$ cat config.mk
export PLATFORM = sky130hd
export DESIGN_NAME = swr_sequencer
export DESIGN_NICKNAME = d
export VERILOG_FILES = /design/src/hw/swr_pkg.sv /design/src/hw/swr_sequencer.sv
export SDC_FILE = /design/constraint.sdc
export NUM_CORES = 1
export LEC_CHECK = 0
export ABC_CLOCK_PERIOD_IN_PS = 2000
export BUFFER_PORTS_ARGS = -buffer_cell sky130_fd_sc_hd__buf_2
export CAP_MARGIN = 15
export CORE_MARGIN = 2
export CORE_UTILIZATION = 44
export DETAILED_ROUTE_END_ITERATION = 7
export PLACE_DENSITY_LB_ADDON = 0.1
export SLEW_MARGIN = 20
export SYNTH_ARGS = -nofsm -noshare
export SYNTH_HDL_FRONTEND = slang
export SYNTH_SLANG_ARGS = --single-unit
$ cat constraint.sdc
create_clock -name clk -period 2 [get_ports clk]
set_input_delay 0 -clock clk [delete_from_list [all_inputs] [get_ports clk]]
set_output_delay 0 -clock clk [all_outputs]
set_load 0.05 [all_outputs]
$ cat src/hw/swr_pkg.sv
// package for the warm reset sequencer: register map, fields, timing
package swr_pkg;
   // register byte addresses (32-bit aligned)
   localparam logic [11:0] SWR_CTRL_ADDR   = 12'h000;
   localparam logic [11:0] SWR_STATUS_ADDR = 12'h004;
   localparam logic [11:0] SWR_CFG_ADDR    = 12'h008;
   // control register fields
   localparam int SWR_CTRL_BIDIR_BIT = 3;
   localparam int SWR_CTRL_SWRST_BIT = 0;
   // status register fields
   localparam int SWR_STAT_SHORT_BIT = 0;
   localparam int SWR_STAT_LONG_BIT  = 1;
   localparam int SWR_STAT_SW_BIT    = 2;
   localparam int SWR_STAT_ASYNC_BIT = 3;
   localparam int SWR_STAT_BUSY_BIT  = 4;
   // config port fields
   localparam int SWR_CLK_HI  = 15;
   localparam int SWR_CLK_LO  = 13;
   localparam int SWR_SW_HI   = 12;
   localparam int SWR_SW_LO   = 8;
   localparam int SWR_CLR_HI  = 7;
   localparam int SWR_CLR_LO  = 2;
   // reset values
   localparam logic [15:0] SWR_CFG_RESET  = 16'hffff;
   localparam logic [23:0] SWR_BOOT_ADDR  = 24'h00_0000;
   localparam logic [15:0] SWR_FLASH_IDLE = 16'hffff;
   // timing in half-clock units; two half-clock units per cpu clock
   localparam int SWR_HCU_PER_CLK = 2;
   localparam int SWR_MIN_PULSE_HCU = 4;
   localparam int SWR_SETTLE_HCU    = 12;
   localparam int SWR_START_HCU     = 16;
   localparam int SWR_SEQ_HCU       = 1024;
   localparam int SWR_SAMPLE_HCU    = 8;
   localparam int SWR_TRANS_END_HCU = 4;
   localparam int SWR_EXIT_HCU      = 8;
   localparam int SWR_MIN_PULSE_CYC = (SWR_MIN_PULSE_HCU + SWR_HCU_PER_CLK - 1) / SWR_HCU_PER_CLK;
   localparam int SWR_SETTLE_CYC    = SWR_SETTLE_HCU / SWR_HCU_PER_CLK;
   localparam int SWR_SEQ_CYC       = SWR_SEQ_HCU / SWR_HCU_PER_CLK;
   localparam int SWR_SAMPLE_CYC    = SWR_SAMPLE_HCU / SWR_HCU_PER_CLK;
   localparam int SWR_TRANS_END_CYC = SWR_TRANS_END_HCU / SWR_HCU_PER_CLK;
   localparam int SWR_EXIT_CYC      = SWR_EXIT_HCU / SWR_HCU_PER_CLK;
   typedef enum logic [2:0] {
      SWR_IDLE, SWR_DETECT, SWR_SETTLE, SWR_SEQ, SWR_SAMPLE, SWR_HOLD, SWR_EXIT, SWR_ASYNC
   } swr_state_t;
endpackage

$ cat src/hw/swr_sequencer.sv
// warm and software reset sequencer with apb register access
`timescale 1ns/10ps
`default_nettype none
// Operation
// warm reset starts when reset input falls while capacitor pin reads high.
// outside source holds reset input low at least four half-clock units.
// on reset entry tristate general pins and drive reset output low.
// within twelve units cancel holds, finish internal access, abort external cycle.
// reset-pin pull-down only when bidirectional enable set; enable cleared by resets.
// after at most sixteen units run internal sequence of exactly 1024 units.
// eight units after sequence sample filtered input; high short, low also long.
// long reset makes config bits 15..13 transparent; ends 3-4 units after release.
// bidirectional mode holds reset pin low through sequence, releases at its end.
// extend reset until input high; internal boot waits for flash init done.
// on exit latch configuration, strobes inactive, fetch from address zero.
// capacitor pin pull-down enabled whenever reset input is low.
// capacitor pin low during hardware warm reset escalates to completed async reset.
// software reset completes regardless of capacitor pin level.
// capacitor sensing is gated by filtered reset input, not raw pin.
// software reset instruction starts internal sequence any time, like short reset; the code accepts it only in SWR_IDLE.
// software reset end latches config bits 12..8, sets bits 7..2 to one.
// bidirectional software reset drives reset pin only while capacitor pin high.
// pulse shorter than four units resets only the flash, which then reads ffff.
// external boot releases internal reset a few units after input goes high.
// filtered reset input is synchronised before counting or sampling.
module swr_sequencer
   import swr_pkg::*;
#(
   parameter int SEQ_CYC = SWR_SEQ_CYC
) (
   // clock, reset, enable
   input  wire logic        clk,
   input  wire logic        rst_n,
   input  wire logic        clk_en,
   // apb slave
   input  wire logic        psel,
   input  wire logic        penable,
   input  wire logic        pwrite,
   input  wire logic [11:0] paddr,
   input  wire logic [31:0] pwdata,
   output logic [31:0]      prdata,
   output logic             pready,
   output logic             pslverr,
   // pins and sensing
   input  wire logic        filtered_reset_in,
   input  wire logic        powerdown_cap_pin,
   input  wire logic        boot_memory_select,
   input  wire logic [15:0] config_port,
   input  wire logic        flash_init_done,
   input  wire logic        software_reset_instr,
   output logic             reset_input_n_o,
   output logic             reset_input_n_oe_n,
   output logic             powerdown_pulldown_en,
   output logic             reset_output_n,
   output logic             io_tristate,
   output logic             bus_abort,
   output logic             hold_cancel,
   output logic             strobes_inactive,
   output logic             internal_reset,
   output logic             async_reset_req,
   output logic             flash_reset,
   output logic [23:0]      fetch_addr,
   output logic             fetch_start,
   output logic [15:0]      system_config
);
   import swr_pkg::*;

   swr_state_t  state_reg;
   logic [1:0]  rst_sync_reg;
   logic [1:0]  cap_sync_reg;
   logic [9:0]  cnt_reg;
   logic [3:0]  low_cnt_reg;
   logic        bidir_reg;
   logic        sw_reg;
   logic        short_reg;
   logic        long_reg;
   logic        async_flag_reg;
   logic        trans_reg;
   logic [1:0]  trans_cnt_reg;
   logic [15:0] cfg_reg;
   logic        swreq_reg;
   logic        flash_rst_reg;

   wire logic rst_low  = ~rst_sync_reg[1];
   wire logic cap_high = cap_sync_reg[1];
   wire logic busy     = (state_reg != SWR_IDLE);

   function automatic logic addr_hit(input logic [11:0] a, input logic [11:0] r);
      return a == r;
   endfunction

   wire logic wr_en = psel & penable & pwrite;
   wire logic sw_trig = software_reset_instr | swreq_reg;

   // last cycle of the sample window after the internal sequence
   function automatic logic sample_done(input swr_state_t s, input logic [9:0] c);
      return (s == SWR_SAMPLE) && (c == 10'(SWR_SAMPLE_CYC - 1));
   endfunction

   // last reset cycle: internal boot already waited for the flash, so it leaves at once
   function automatic logic exit_done(input swr_state_t s, input logic [9:0] c,
                                      input logic int_boot);
      return (s == SWR_EXIT) && (int_boot || c == 10'(SWR_EXIT_CYC - 1));
   endfunction

   wire logic sample_end = sample_done(state_reg, cnt_reg);
   wire logic exit_end   = exit_done(state_reg, cnt_reg, boot_memory_select);

   // two-stage synchronisers
   always_ff @(posedge clk or negedge rst_n) begin
      if (!rst_n) begin
         rst_sync_reg <= 2'h3;
         cap_sync_reg <= 2'h3;
      end else if (clk_en) begin
         rst_sync_reg <= {rst_sync_reg[0], filtered_reset_in};
         cap_sync_reg <= {cap_sync_reg[0], powerdown_cap_pin};
      end
   end

   // reset input low-time counter for pulse qualification
   always_ff @(posedge clk or negedge rst_n) begin
      if (!rst_n) begin
         low_cnt_reg   <= 4'h0;
         flash_rst_reg <= 1'b0;
      end else if (clk_en) begin
         flash_rst_reg <= 1'b0;
         if (rst_low) begin
            if (low_cnt_reg != 4'hf)
               low_cnt_reg <= low_cnt_reg + 4'h1;
         end else begin
            // too short for a system reset: only the flash sees it
            // a pulse that only reached detection never started the sequence
            if (low_cnt_reg != 4'h0 && low_cnt_reg < 4'(SWR_MIN_PULSE_CYC)
                && (state_reg == SWR_IDLE || state_reg == SWR_DETECT))
               flash_rst_reg <= 1'b1;
            low_cnt_reg <= 4'h0;
         end
      end
   end

   // main sequence
   always_ff @(posedge clk or negedge rst_n) begin
      if (!rst_n) begin
         state_reg      <= SWR_IDLE;
         cnt_reg        <= 10'h000;
         sw_reg         <= 1'b0;
         async_flag_reg <= 1'b0;
      end else if (clk_en) begin
         case (state_reg)
            SWR_IDLE: begin
               cnt_reg <= 10'h000;
               if (sw_trig) begin
                  sw_reg         <= 1'b1;
                  async_flag_reg <= 1'b0;
                  state_reg      <= SWR_SETTLE;
               end else if (rst_low && cap_high) begin
                  sw_reg         <= 1'b0;
                  async_flag_reg <= 1'b0;
                  state_reg      <= SWR_DETECT;
               end
            end
            SWR_DETECT: begin
               if (!rst_low)
                  state_reg <= SWR_IDLE;
               else if (low_cnt_reg >= 4'(SWR_MIN_PULSE_CYC)) begin
                  cnt_reg   <= 10'h000;
                  state_reg <= SWR_SETTLE;
               end
            end
            SWR_SETTLE: begin
               // 12 half-clock units of hold cancel, 16 total from detection
               if (cnt_reg == 10'(SWR_SETTLE_CYC - 1)) begin
                  cnt_reg   <= 10'h000;
                  state_reg <= SWR_SEQ;
               end else
                  cnt_reg <= cnt_reg + 10'h001;
            end
            SWR_SEQ: begin
               if (cnt_reg == 10'(SEQ_CYC - 1)) begin
                  cnt_reg   <= 10'h000;
                  state_reg <= SWR_SAMPLE;
               end else
                  cnt_reg <= cnt_reg + 10'h001;
            end
            SWR_SAMPLE: begin
               if (cnt_reg == 10'(SWR_SAMPLE_CYC - 1)) begin
                  cnt_reg   <= 10'h000;
                  state_reg <= SWR_HOLD;
               end else
                  cnt_reg <= cnt_reg + 10'h001;
            end
            SWR_HOLD: begin
               // stays until input released and, for internal boot, flash ready
               if (!rst_low && (!boot_memory_select || flash_init_done)) begin
                  cnt_reg   <= 10'h000;
                  state_reg <= SWR_EXIT;
               end
            end
            SWR_EXIT: begin
               if (boot_memory_select || cnt_reg == 10'(SWR_EXIT_CYC - 1))
                  state_reg <= SWR_IDLE;
               else
                  cnt_reg <= cnt_reg + 10'h001;
            end
            SWR_ASYNC: begin
               // once asynchronous, completes as such even if the pin recovers
               if (!rst_low)
                  state_reg <= SWR_IDLE;
            end
            default: state_reg <= SWR_IDLE;
         endcase
         // capacitor sensing only while the filtered input is low, hardware only
         if (!sw_reg && rst_low && !cap_high && busy && state_reg != SWR_ASYNC) begin
            state_reg      <= SWR_ASYNC;
            async_flag_reg <= 1'b1;
         end
      end
   end

   // short and long classification
   always_ff @(posedge clk or negedge rst_n) begin
      if (!rst_n) begin
         short_reg <= 1'b0;
         long_reg  <= 1'b0;
      end else if (clk_en) begin
         if (sample_end) begin
            short_reg <= 1'b1;
            long_reg  <= rst_low;
         end
      end
   end

   // long-reset transparency of clock option bits
   always_ff @(posedge clk or negedge rst_n) begin
      if (!rst_n) begin
         trans_reg     <= 1'b0;
         trans_cnt_reg <= 2'h0;
      end else if (clk_en) begin
         if (sample_end && rst_low) begin
            trans_reg     <= 1'b1;
            trans_cnt_reg <= 2'h0;
         end else if (trans_reg && !rst_low) begin
            if (trans_cnt_reg == 2'(SWR_TRANS_END_CYC - 1))
               trans_reg <= 1'b0;
            else
               trans_cnt_reg <= trans_cnt_reg + 2'h1;
         end
      end
   end

   // configuration latch
   always_ff @(posedge clk or negedge rst_n) begin
      if (!rst_n) begin
         cfg_reg <= SWR_CFG_RESET;
      end else if (clk_en) begin
         if (trans_reg)
            cfg_reg[SWR_CLK_HI:SWR_CLK_LO] <= config_port[SWR_CLK_HI:SWR_CLK_LO];
         if (exit_end) begin
            if (sw_reg) begin
               cfg_reg[SWR_SW_HI:SWR_SW_LO]   <= config_port[SWR_SW_HI:SWR_SW_LO];
               cfg_reg[SWR_CLR_HI:SWR_CLR_LO] <= '1;
            end else
               cfg_reg <= config_port;
         end
      end
   end

   // bidirectional enable and software reset request register
   always_ff @(posedge clk or negedge rst_n) begin
      if (!rst_n) begin
         bidir_reg <= 1'b0;
         swreq_reg <= 1'b0;
      end else if (clk_en) begin
         swreq_reg <= 1'b0;
         if (busy)
            bidir_reg <= 1'b0;
         else if (wr_en && addr_hit(paddr, SWR_CTRL_ADDR)) begin
            bidir_reg <= pwdata[SWR_CTRL_BIDIR_BIT];
            swreq_reg <= pwdata[SWR_CTRL_SWRST_BIT];
         end
      end
   end

   // bidirectional drive remembers enable captured at sequence start
   logic bidir_act_reg;
   always_ff @(posedge clk or negedge rst_n) begin
      if (!rst_n)
         bidir_act_reg <= 1'b0;
      else if (clk_en) begin
         if (state_reg == SWR_IDLE)
            bidir_act_reg <= bidir_reg;
         else if (state_reg == SWR_SAMPLE)
            bidir_act_reg <= 1'b0;
      end
   end

   // software reset with the capacitor low never pulls the pin; a later drop
   // of the capacitor releases it at once while the sequence runs on
   wire logic in_seq = (state_reg == SWR_SETTLE) || (state_reg == SWR_SEQ);
   wire logic drive_pin = bidir_act_reg && in_seq && (!sw_reg || cap_high);

   // pin outputs
   always_ff @(posedge clk or negedge rst_n) begin
      if (!rst_n) begin
         reset_input_n_o       <= 1'b1;
         reset_input_n_oe_n    <= 1'b1;
         powerdown_pulldown_en <= 1'b0;
         reset_output_n        <= 1'b1;
         io_tristate           <= 1'b0;
         bus_abort             <= 1'b0;
         hold_cancel           <= 1'b0;
         strobes_inactive      <= 1'b1;
         internal_reset        <= 1'b0;
         async_reset_req       <= 1'b0;
         flash_reset           <= 1'b0;
         fetch_addr            <= SWR_BOOT_ADDR;
         fetch_start           <= 1'b0;
      end else if (clk_en) begin
         reset_input_n_o       <= 1'b0;
         reset_input_n_oe_n    <= ~drive_pin;
         powerdown_pulldown_en <= rst_low | drive_pin;
         if (busy && state_reg != SWR_DETECT)
            reset_output_n <= 1'b0;
         io_tristate      <= busy && state_reg != SWR_DETECT;
         bus_abort        <= state_reg == SWR_SETTLE;
         hold_cancel      <= state_reg == SWR_SETTLE;
         strobes_inactive <= busy || !fetch_start;
         internal_reset   <= busy && state_reg != SWR_DETECT;
         async_reset_req  <= state_reg == SWR_ASYNC;
         flash_reset      <= flash_rst_reg;
         fetch_start      <= 1'b0;
         if (exit_end) begin
            fetch_addr       <= SWR_BOOT_ADDR;
            fetch_start      <= 1'b1;
            strobes_inactive <= 1'b1;
         end
         if (async_flag_reg && state_reg == SWR_ASYNC && rst_low)
            reset_output_n <= 1'b0;
      end
   end

   assign system_config = cfg_reg;

   // apb read data
   always_ff @(posedge clk or negedge rst_n) begin
      if (!rst_n)
         prdata <= 32'h0000_0000;
      else if (clk_en && psel && !penable && !pwrite) begin
         prdata <= 32'h0000_0000;
         if (addr_hit(paddr, SWR_CTRL_ADDR))
            prdata[SWR_CTRL_BIDIR_BIT] <= bidir_reg;
         else if (addr_hit(paddr, SWR_STATUS_ADDR)) begin
            prdata[SWR_STAT_SHORT_BIT] <= short_reg;
            prdata[SWR_STAT_LONG_BIT]  <= long_reg;
            prdata[SWR_STAT_SW_BIT]    <= sw_reg;
            prdata[SWR_STAT_ASYNC_BIT] <= async_flag_reg;
            prdata[SWR_STAT_BUSY_BIT]  <= busy;
         end else if (addr_hit(paddr, SWR_CFG_ADDR))
            prdata[15:0] <= cfg_reg;
      end
   end

   // unaligned or unused offsets answer with an error and read as zero
   function automatic logic reg_mapped(input logic [11:0] a);
      return addr_hit(a, SWR_CTRL_ADDR) || addr_hit(a, SWR_STATUS_ADDR)
             || addr_hit(a, SWR_CFG_ADDR);
   endfunction

   wire logic mapped = reg_mapped(paddr);
   assign pready  = 1'b1;
   assign pslverr = psel & penable & ~mapped;
endmodule
`default_nettype wire

==> impl_metrics.yaml, run 1 <==
detailed_routing:
  finalWirelength_mm: 10.2
  drcViolationCount: 0
  routedWlPerCell_um: 14.7
  drt-initial-drc-count: 83
  vias: 3548
  ant_nets: 0
  first_pass_iters: 5
  vias_per_cell: 5.15
floorplanning:
  die_height_um: 100
  die_area_um2: 10000
  die_x_um: 100
  coreArea_um2: 9110
  io_pins: 157
  start_util: 0.447
  row_count: 35
logic_synthesis:
  synth_edf_count: 0
  synthDominantCellAreaShare: 0.308
  avgSynthCellArea_um2: 9.92
  synthAdderAreaFrac: 0.0185
  synth_seq_area_share: 0.462
  synth_flop_cell: "dfrtp_1"
  synthCells: 410
  synth_xor_area_frac: 0.00215
  async_flop_share: 1.00
  synth_seq_cells: 74
  synth_mux_area_frac: 0.0443
  synthTopCellsByArea: "dfrtp_1, dfstp_2, buf_4, mux2_2, a22o_1"
  synth-simple-area-share: 0.184
  ys_warn_count: 0
  synth_cell_types: 64
  synth_top_family_by_area: "simple AND/OR/NAND/NOR gates"
  synth_compound_area_frac: 0.171
  syn_area_um2: 4070
  yosys.area.top_type: "dfrtp_1"
setup_path:
  path_delay_family: "compound AO/OA/AOI/OAI gates"
  path_buf_inv: 2
  critical-path-max-stage-delay_ns: 0.41
  crit_arrival_ns: 2.29
  path_cells: "inv_2, ha_2, or4_4, o211ai_1, a211o_1, nor3_2, buf_4, a221o_2"
  reg2reg_slack_ns: -0.06
  critPathCaptureType: "flip-flop"
  cp.required_ns: 2.23
  cp-start-kind: "flip-flop"
  cp_slowest_cell: "or4_4"
  path_class: "flip-flop to flip-flop"
  path_max_fanout: 5
final_layout:
  drive_gt1_frac: 0.431
  utilization: 0.598
  n_antenna_cell: 0
  finalNonFillerCells: 689
  nNetsFinal: 650
  area_growth_pct: 33.9
pwr:
  power_leakage_nw: 2.64
  p_total_mw: 7.04
  irDropWorstVdd_mv: 0.730
  powerDensity_nw_per_um2: 1290
clock_network:
  insertion_delay_ns: 0.34
  cts_sinks: 74
  cts_tree: "done"
  htree_num_levels: 3
  clkTransAtPathRegs_ns: 0.08
  clockBufferDepth: 2
  root_buffer: "clkbuf_8"
  cts-buffers-inserted: 9
min_path:
  hold_class: "primary input to flip-flop"
placed_design:
  place.detailed.hpwl_mm: 7.29
  post-place-ws_ns: -0.0867
  portBuffers: 85
  gp_congestion: 0.848
  placed_cells: 641
grt:
  grtUsageTotal: 0.199
  grt_pass1_vias: 3360
  grt_max_degree: 41
  grt-ovfl-total: 0
  antenna_found_initial: 0
  grt_pass1_wl_mm: 16.0
timing:
  clock_skew_ns: 0.0168
  layout_min_cycle_time_ns: 2.06
  slew_headroom: 0.647
  fin_crit_sh: 1.03
  setup_viol: 4
  finalMaxSlewViolations: 0
  whs_ns: 0.0242
  worst_pin_slew_ns: 0.530
  rsz0062_at_grt: "true"
  setup_ws_ns: -0.0569
  fmax_mhz: 486
  hold_violations: 0
outcome:
  status: "complete, but fails checks"
  violations: "setup timing"
flow_run:
  drv_cap: 0
## layout by cell type (no fill, tap or decap), types with 13 or more instances in the layout
master	count
a21oi_1	14
a22o_1	17
buf_2	85
buf_4	64
conb_1	41
dfrtp_1	50
dfstp_2	24
dlygate4sd3_1	21
inv_1	13
nand2_1	37
nand3_1	15
nor2_1	22
o21ai_0	20
## per-stage QoR
stage	setup TNS, ns	cell area [um2]
2_1_floorplan	-0.0334	4220
3_3_place_gp	-0.248	4800
3_5_place_dp	-0.403	4800
4_1_cts	-0.159	5270
5_1_grt	-1.03	5450
6_report	-0.137	5450
## metal layers
metal / global-route usage / vias up / share of wire
met5: 0 / - / 0
met4: 0.0738 / 0 / 0.0090
met1: 0.276 / 1710 / 0.46
met2: 0.317 / 111 / 0.48
li1: - / 1719 / -
met3: 0.0292 / 8 / 0.045
## final timing paths
kind	cells past startpoint	from	end
worst max-delay path	8	low_cnt_reg[0]	cnt_reg[4]
max in group asynchronous	3	rst_n	system_config[1]
worst min register to register	2	flash_rst_reg	flash_rst_reg
min in group asynchronous	2	rst_n	cnt_reg[5]
worst max register to register	8	low_cnt_reg[0]	cnt_reg[4]
worst min-delay path	4	paddr[2]	prdata[3]
## Yosys cell counts (7+ instances only)
cell type  instances
inv_1             14
clkbuf_1           7
and3_1             7
a31oi_1            7
mux2_2            16
nand2_1           37
nand3_1           15
buf_2             10
nor2_1            26
dfstp_2           24
o21ai_0           21
a22o_1            17
a21oi_1           18
buf_4             43
dfrtp_1           50
nor3_1            10
## timing repair
action	in CTS	in global routing
setup buffers	3	7
hold buffers	21	0
endpoints found under the setup margin	9	31
pin swaps	5	9
cloned	0	2
endpoints found under the hold margin	57	0
gates resized for setup	4	32
## worst register-to-register path: cells and delay by family, from the launching register on
family                     cells  cell delay (ns)
AOI/OAI and AO/OA              3             0.76
adders and majority gates      1             0.16
DFF                            1             0.36
and+or+nand+nor                2             0.47
buffers and inverters          2             0.20
## cell families (layout without fill, tap and decap cells)
| group | after synthesis | after routing |
|---|---|---|
| and+or+nand+nor | 136 | 136 |
| AOI/OAI and AO/OA | 98 | 98 |
| buffers and inverters | 77 | 206 |
| DFF | 74 | 74 |
| muxes | 16 | 16 |
| adders and majority gates | 6 | 6 |
| other | 2 | 41 |
| xor gates and xnor gates | 1 | 1 |
## report_power, final
part	leakage, nW	total (mW)	switching, mW	internal (mW)
Combinational	1.61	3.52	2.20	1.32
Clock	0.107	1.28	0.574	0.708
Sequential	0.921	2.24	0.281	1.96
Total	2.64	7.04	3.05	3.99
## area by class of cell
class                   instances  area [um2]
clock buffers                  10         128
clock inverters                 6        90.1
fillers                       787        3660
inverters                      15        56.3
multi-input cells             298        1980
flip-flops and latches         74        1880
well taps                     111         139
repair buffers                175        1170
(Power assumes the default switching activity.)
==> inputs of run 2 (changes only) <==
Settings changed: CORE_ASPECT_RATIO set to 0.9.
==> impl_metrics.yaml, run 2 (synthesis results as in run 1) <==
pwr:
  powerDensity_nw_per_um2: 1290
  power_leakage_nw: 2.58
  p_total_mw: 6.94
  irDropWorstVdd_mv: 0.734
grt:
  grt-ovfl-total: 0
  grt_pass1_wl_mm: 16.0
  grt_max_degree: 39
  grtUsageTotal: 0.200
  grt_pass1_vias: 3270
  antenna_found_initial: 0
clock_network:
  clkTransAtPathRegs_ns: 0.08
  htree_num_levels: 3
  root_buffer: "clkbuf_8"
  insertion_delay_ns: 0.34
  cts-buffers-inserted: 9
  cts_sinks: 74
  clockBufferDepth: 2
  cts_tree: "done"
final_layout:
  mostFrequentLayoutCells: "buf_2, buf_4, dfrtp_1"
  drive_gt1_frac: 0.412
  layout_commonest_cell: "buf_2"
  nNetsFinal: 640
  area_growth_pct: 32.5
  fin_area_um2: 5390
  n_antenna_cell: 0
placed_design:
  portBuffers: 85
  gp_congestion: 0.860
  place_area_um2: 4810
  place.detailed.hpwl_mm: 7.35
setup_path:
  critPathCaptureType: "flip-flop"
  setup.worst_path.start: "low_cnt_reg[1]"
  path_class: "flip-flop to flip-flop"
  reg2reg_slack_ns: -0.006
  reg2reg_from: "low_cnt_reg[1]"
  crit_arrival_ns: 2.24
  cp-start-kind: "flip-flop"
  cp.required_ns: 2.23
  path_max_fanout: 2
  reg2reg_to: "cnt_reg[6]"
  rr_worst_depth: 7
  endpoint: "cnt_reg[6]"
detailed_routing:
  maxUsedRoutingLayer: "met4"
  vias: 3522
  wl_met2_mm: 4.74
  drt-initial-drc-count: 182
  wl_met3_um: 437
  drcViolationCount: 0
  routedWlPerCell_um: 14.6
  vias_per_cell: 5.10
  first_pass_iters: 5
  finalWirelength_mm: 10.1
  wl_met1_mm: 4.85
  ant_nets: 0
timing:
  rsz0062_at_grt: "true"
  fin_crit_sh: 1.00
  setup_viol: 2
  slew_headroom: 0.648
  clock_skew_ns: 0.00996
  finalMaxSlewViolations: 0
  fin_tns_setup_ns: -0.0124
  fmax_mhz: 498
  layout_min_cycle_time_ns: 2.01
  setup_ws_ns: -0.00646
  worst_pin_slew_ns: 0.526
  hold_violations: 0
outcome:
  violations: "setup timing"
  status: "complete, but fails checks"
min_path:
  hold_class: "primary input to flip-flop"
flow_run:
  drv_cap: 0
floorplanning:
  die_height_um: 95.2
  io_pins: 157
  die_x_um: 105
  row_count: 33
  coreArea_um2: 9040
  start_util: 0.450
  die_area_um2: 10000
-- run 2: area by class of cell --
cell class	count	area (um2)
flip-flops and latches	74	1880
well taps	122	153
inverters	15	56.3
fillers	792	3650
clock inverters	7	100
clock buffers	9	124
repair buffers	165	1110
multi-input cells	298	1970
-- run 2: how the worst min path moves through the flow --
stage | start | to | slack (ns) | depth (start not counted)
2_1_floorplan | rst_n | async_flag_reg | -0.30 | 0
3_3_place_gp | rst_n | low_cnt_reg[0] | 0.005 | 1
3_5_place_dp | rst_n | flash_reset | 0.008 | 1
4_1_cts | pwdata[3] | bidir_reg | 0.01 | 3
5_1_grt | software_reset_instr | sw_reg | 0.03 | 3
6_report | pwdata[3] | bidir_reg | 0.02 | 3
-- run 2: what timing repair did --
item                                    in CTS  in global routing
hold buffers                                22                  0
endpoints found under the setup margin      12                 27
pin swaps                                   10                 14
gates resized for setup                      8                 21
endpoints found under the hold margin       55                  0
cloned                                       0                  0
setup buffers                                3                  1
-- run 2: power breakdown --
group | switching [mW] | leakage, nW | internal [mW]
Combinational | 2.16 | 1.55 | 1.23
Sequential | 0.284 | 0.921 | 1.96
Clock | 0.593 | 0.114 | 0.714
-- run 2: critical path, stage by stage, from the launching register on --
cell and delay, ns:
dfrtp_1 0.42, ha_4 0.17, or4_4 0.41, o211ai_1 0.25, a211o_1 0.23, buf_4 0.13, nor3_1 0.05, a31o_2 0.24
-- run 2: routing by layer --
| layer | GRT usage | vias up |
|---|---|---|
| li1 | - | 1709 |
| met3 | 0.0396 | 6 |
| met1 | 0.279 | 1709 |
| met5 | 0 | - |
| met4 | 0.0544 | 0 |
| met2 | 0.321 | 98 |
-- run 2: stage by stage --
stage               setup WS (ns)  hold slack (ns)  instances  utilization
CTS                       -0.0872           0.0118        689        0.585
detailed placement         -0.101          0.00767        649        0.532
finish                   -0.00646           0.0243        690        0.596
floorplan                 -0.0167           -0.296        449            -
global placement          -0.0534          0.00536        649        0.532
global route              -0.0915           0.0290        690        0.596
==> inputs of run 3 (changes only) <==
Settings changed: BUFFER_PORTS_ARGS -buffer_cell sky130_fd_sc_hd__buf_2 to unset, DONT_BUFFER_PORTS set to 1, SKIP_CTS_REPAIR_TIMING set to 1.
==> impl_metrics.yaml, run 3 (synthesis results as in run 1) <==
timing:
  rsz0062_at_grt: "true"
  clock_skew_ns: 0.00892
  whs_ns: -0.0215
  slew_headroom: 0.655
  hold_violations: 1
  fin_crit_sh: 0.998
  worst_pin_slew_ns: 0.518
  fmax_mhz: 501
  setup_viol: 0
  finalMaxSlewViolations: 0
  layout_min_cycle_time_ns: 2.00
  fin_tns_setup_ns: 0
clock_network:
  insertion_delay_ns: 0.36
  root_buffer: "clkbuf_8"
  cts_tree: "done"
  clkTransAtPathRegs_ns: 0.08
  cts_sinks: 74
  clockBufferDepth: 2
  cts-buffers-inserted: 9
  htree_num_levels: 3
final_layout:
  nFillCells: 825
  drive_gt1_frac: 0.314
  multi_input_area_um2: 1950
  nNetsFinal: 565
  area_growth_pct: 23.6
  mostFrequentLayoutCells: "buf_4, dfrtp_1, conb_1"
  layout_commonest_cell: "buf_4"
  n_antenna_cell: 0
  fin_area_um2: 5030
  utilization: 0.556
  regArea_um2: 1880
  finalNonFillerCells: 615
placed_design:
  portBuffers: 0
  place.detailed.hpwl_mm: 6.84
  placed_cells: 563
  gp_congestion: 0.843
  place_area_um2: 4380
floorplanning:
  start_util: 0.450
  coreArea_um2: 9040
  die_height_um: 95.2
  die_area_um2: 10000
  io_pins: 157
  row_count: 33
  die_x_um: 105
setup_path:
  endpoint: "cnt_reg[4]"
  crit_arrival_ns: 2.25
  path_class: "flip-flop to flip-flop"
  reg2reg_slack_ns: 0.004
  cp.required_ns: 2.26
  rr_worst_depth: 8
  path_max_fanout: 5
  cp-start-kind: "flip-flop"
  reg2reg_to: "cnt_reg[4]"
  setup.worst_path.start: "low_cnt_reg[0]"
  reg2reg_from: "low_cnt_reg[0]"
  critPathCaptureType: "flip-flop"
detailed_routing:
  vias_per_cell: 5.28
  drcViolationCount: 0
  vias: 3250
  first_pass_iters: 4
  drt-initial-drc-count: 185
  routedWlPerCell_um: 15.7
  ant_nets: 0
  finalWirelength_mm: 9.66
outcome:
  status: "complete, but fails checks"
  violations: "hold timing"
grt:
  grt_max_degree: 75
  grt-ovfl-total: 0
  antenna_found_initial: 0
  grtUsageTotal: 0.186
  grt_pass1_wl_mm: 14.4
  grt_pass1_vias: 2778
pwr:
  powerDensity_nw_per_um2: 1330
  power_leakage_nw: 2.26
  irDropWorstVdd_mv: 0.767
min_path:
  min_from: "software_reset_instr"
  hold_class: "primary input to flip-flop"
flow_run:
  drv_cap: 0
==> run 3: report_power, final <==
group	total, mW	internal (mW)	switching, mW
combinational	2.48	1.10	1.38
sequential	2.98	1.98	1.00
clock	1.22	0.612	0.603
==> run 3: worst max-delay path, stage by stage, from the launching register on <==
cell and delay [ns]:
dfrtp_1 0.40, inv_2 0.09, ha_4 0.12, or4_4 0.10, o211ai_1 0.11, buf_4 0.15, a211oi_2 0.29, nand2_1 0.21
a221o_2 0.42
==> run 3: how the worst min path moves through the flow <==
stage                     depth (start not counted)  slack [ns]              to
after floorplan                                   0       -0.30  async_flag_reg
after global placement                            0       -0.29  low_cnt_reg[1]
after detailed placement                          0       -0.29  low_cnt_reg[0]
after CTS                                         0       -0.69      cnt_reg[1]
after global routing                              3       0.003    state_reg[0]
final                                             3       -0.02    state_reg[0]
==> run 3: metrics by stage <==
step / power (mW) / setup slack, ns
after floorplan: 4.48 / -0.0167
after global placement: 5.20 / -0.0272
after detailed placement: 5.23 / -0.0645
after CTS: 6.44 / -0.0676
after global routing: 7.08 / -0.0900
final: 6.68 / 0.00407
==> run 3: area by class of cell <==
| class | count | share of cell area |
|---|---|---|
| Clock inverter | 6 | 0.0129 |
| Multi-Input combinational cell | 298 | 0.388 |
| Inverter | 15 | 0.0112 |
| Tap cell | 122 | 0.0303 |
| Timing Repair Buffer | 90 | 0.156 |
| Clock buffer | 10 | 0.0274 |
| Sequential cell | 74 | 0.374 |
==> run 3: layer usage <==
metal,vias to the layer above,wire length [um],global-route usage
li1,1551,-,-
met1,1583,4540,0.264
met2,105,4310,0.268
met3,11,695,0.0519
met4,0,127,0.0756
met5,-,0,0
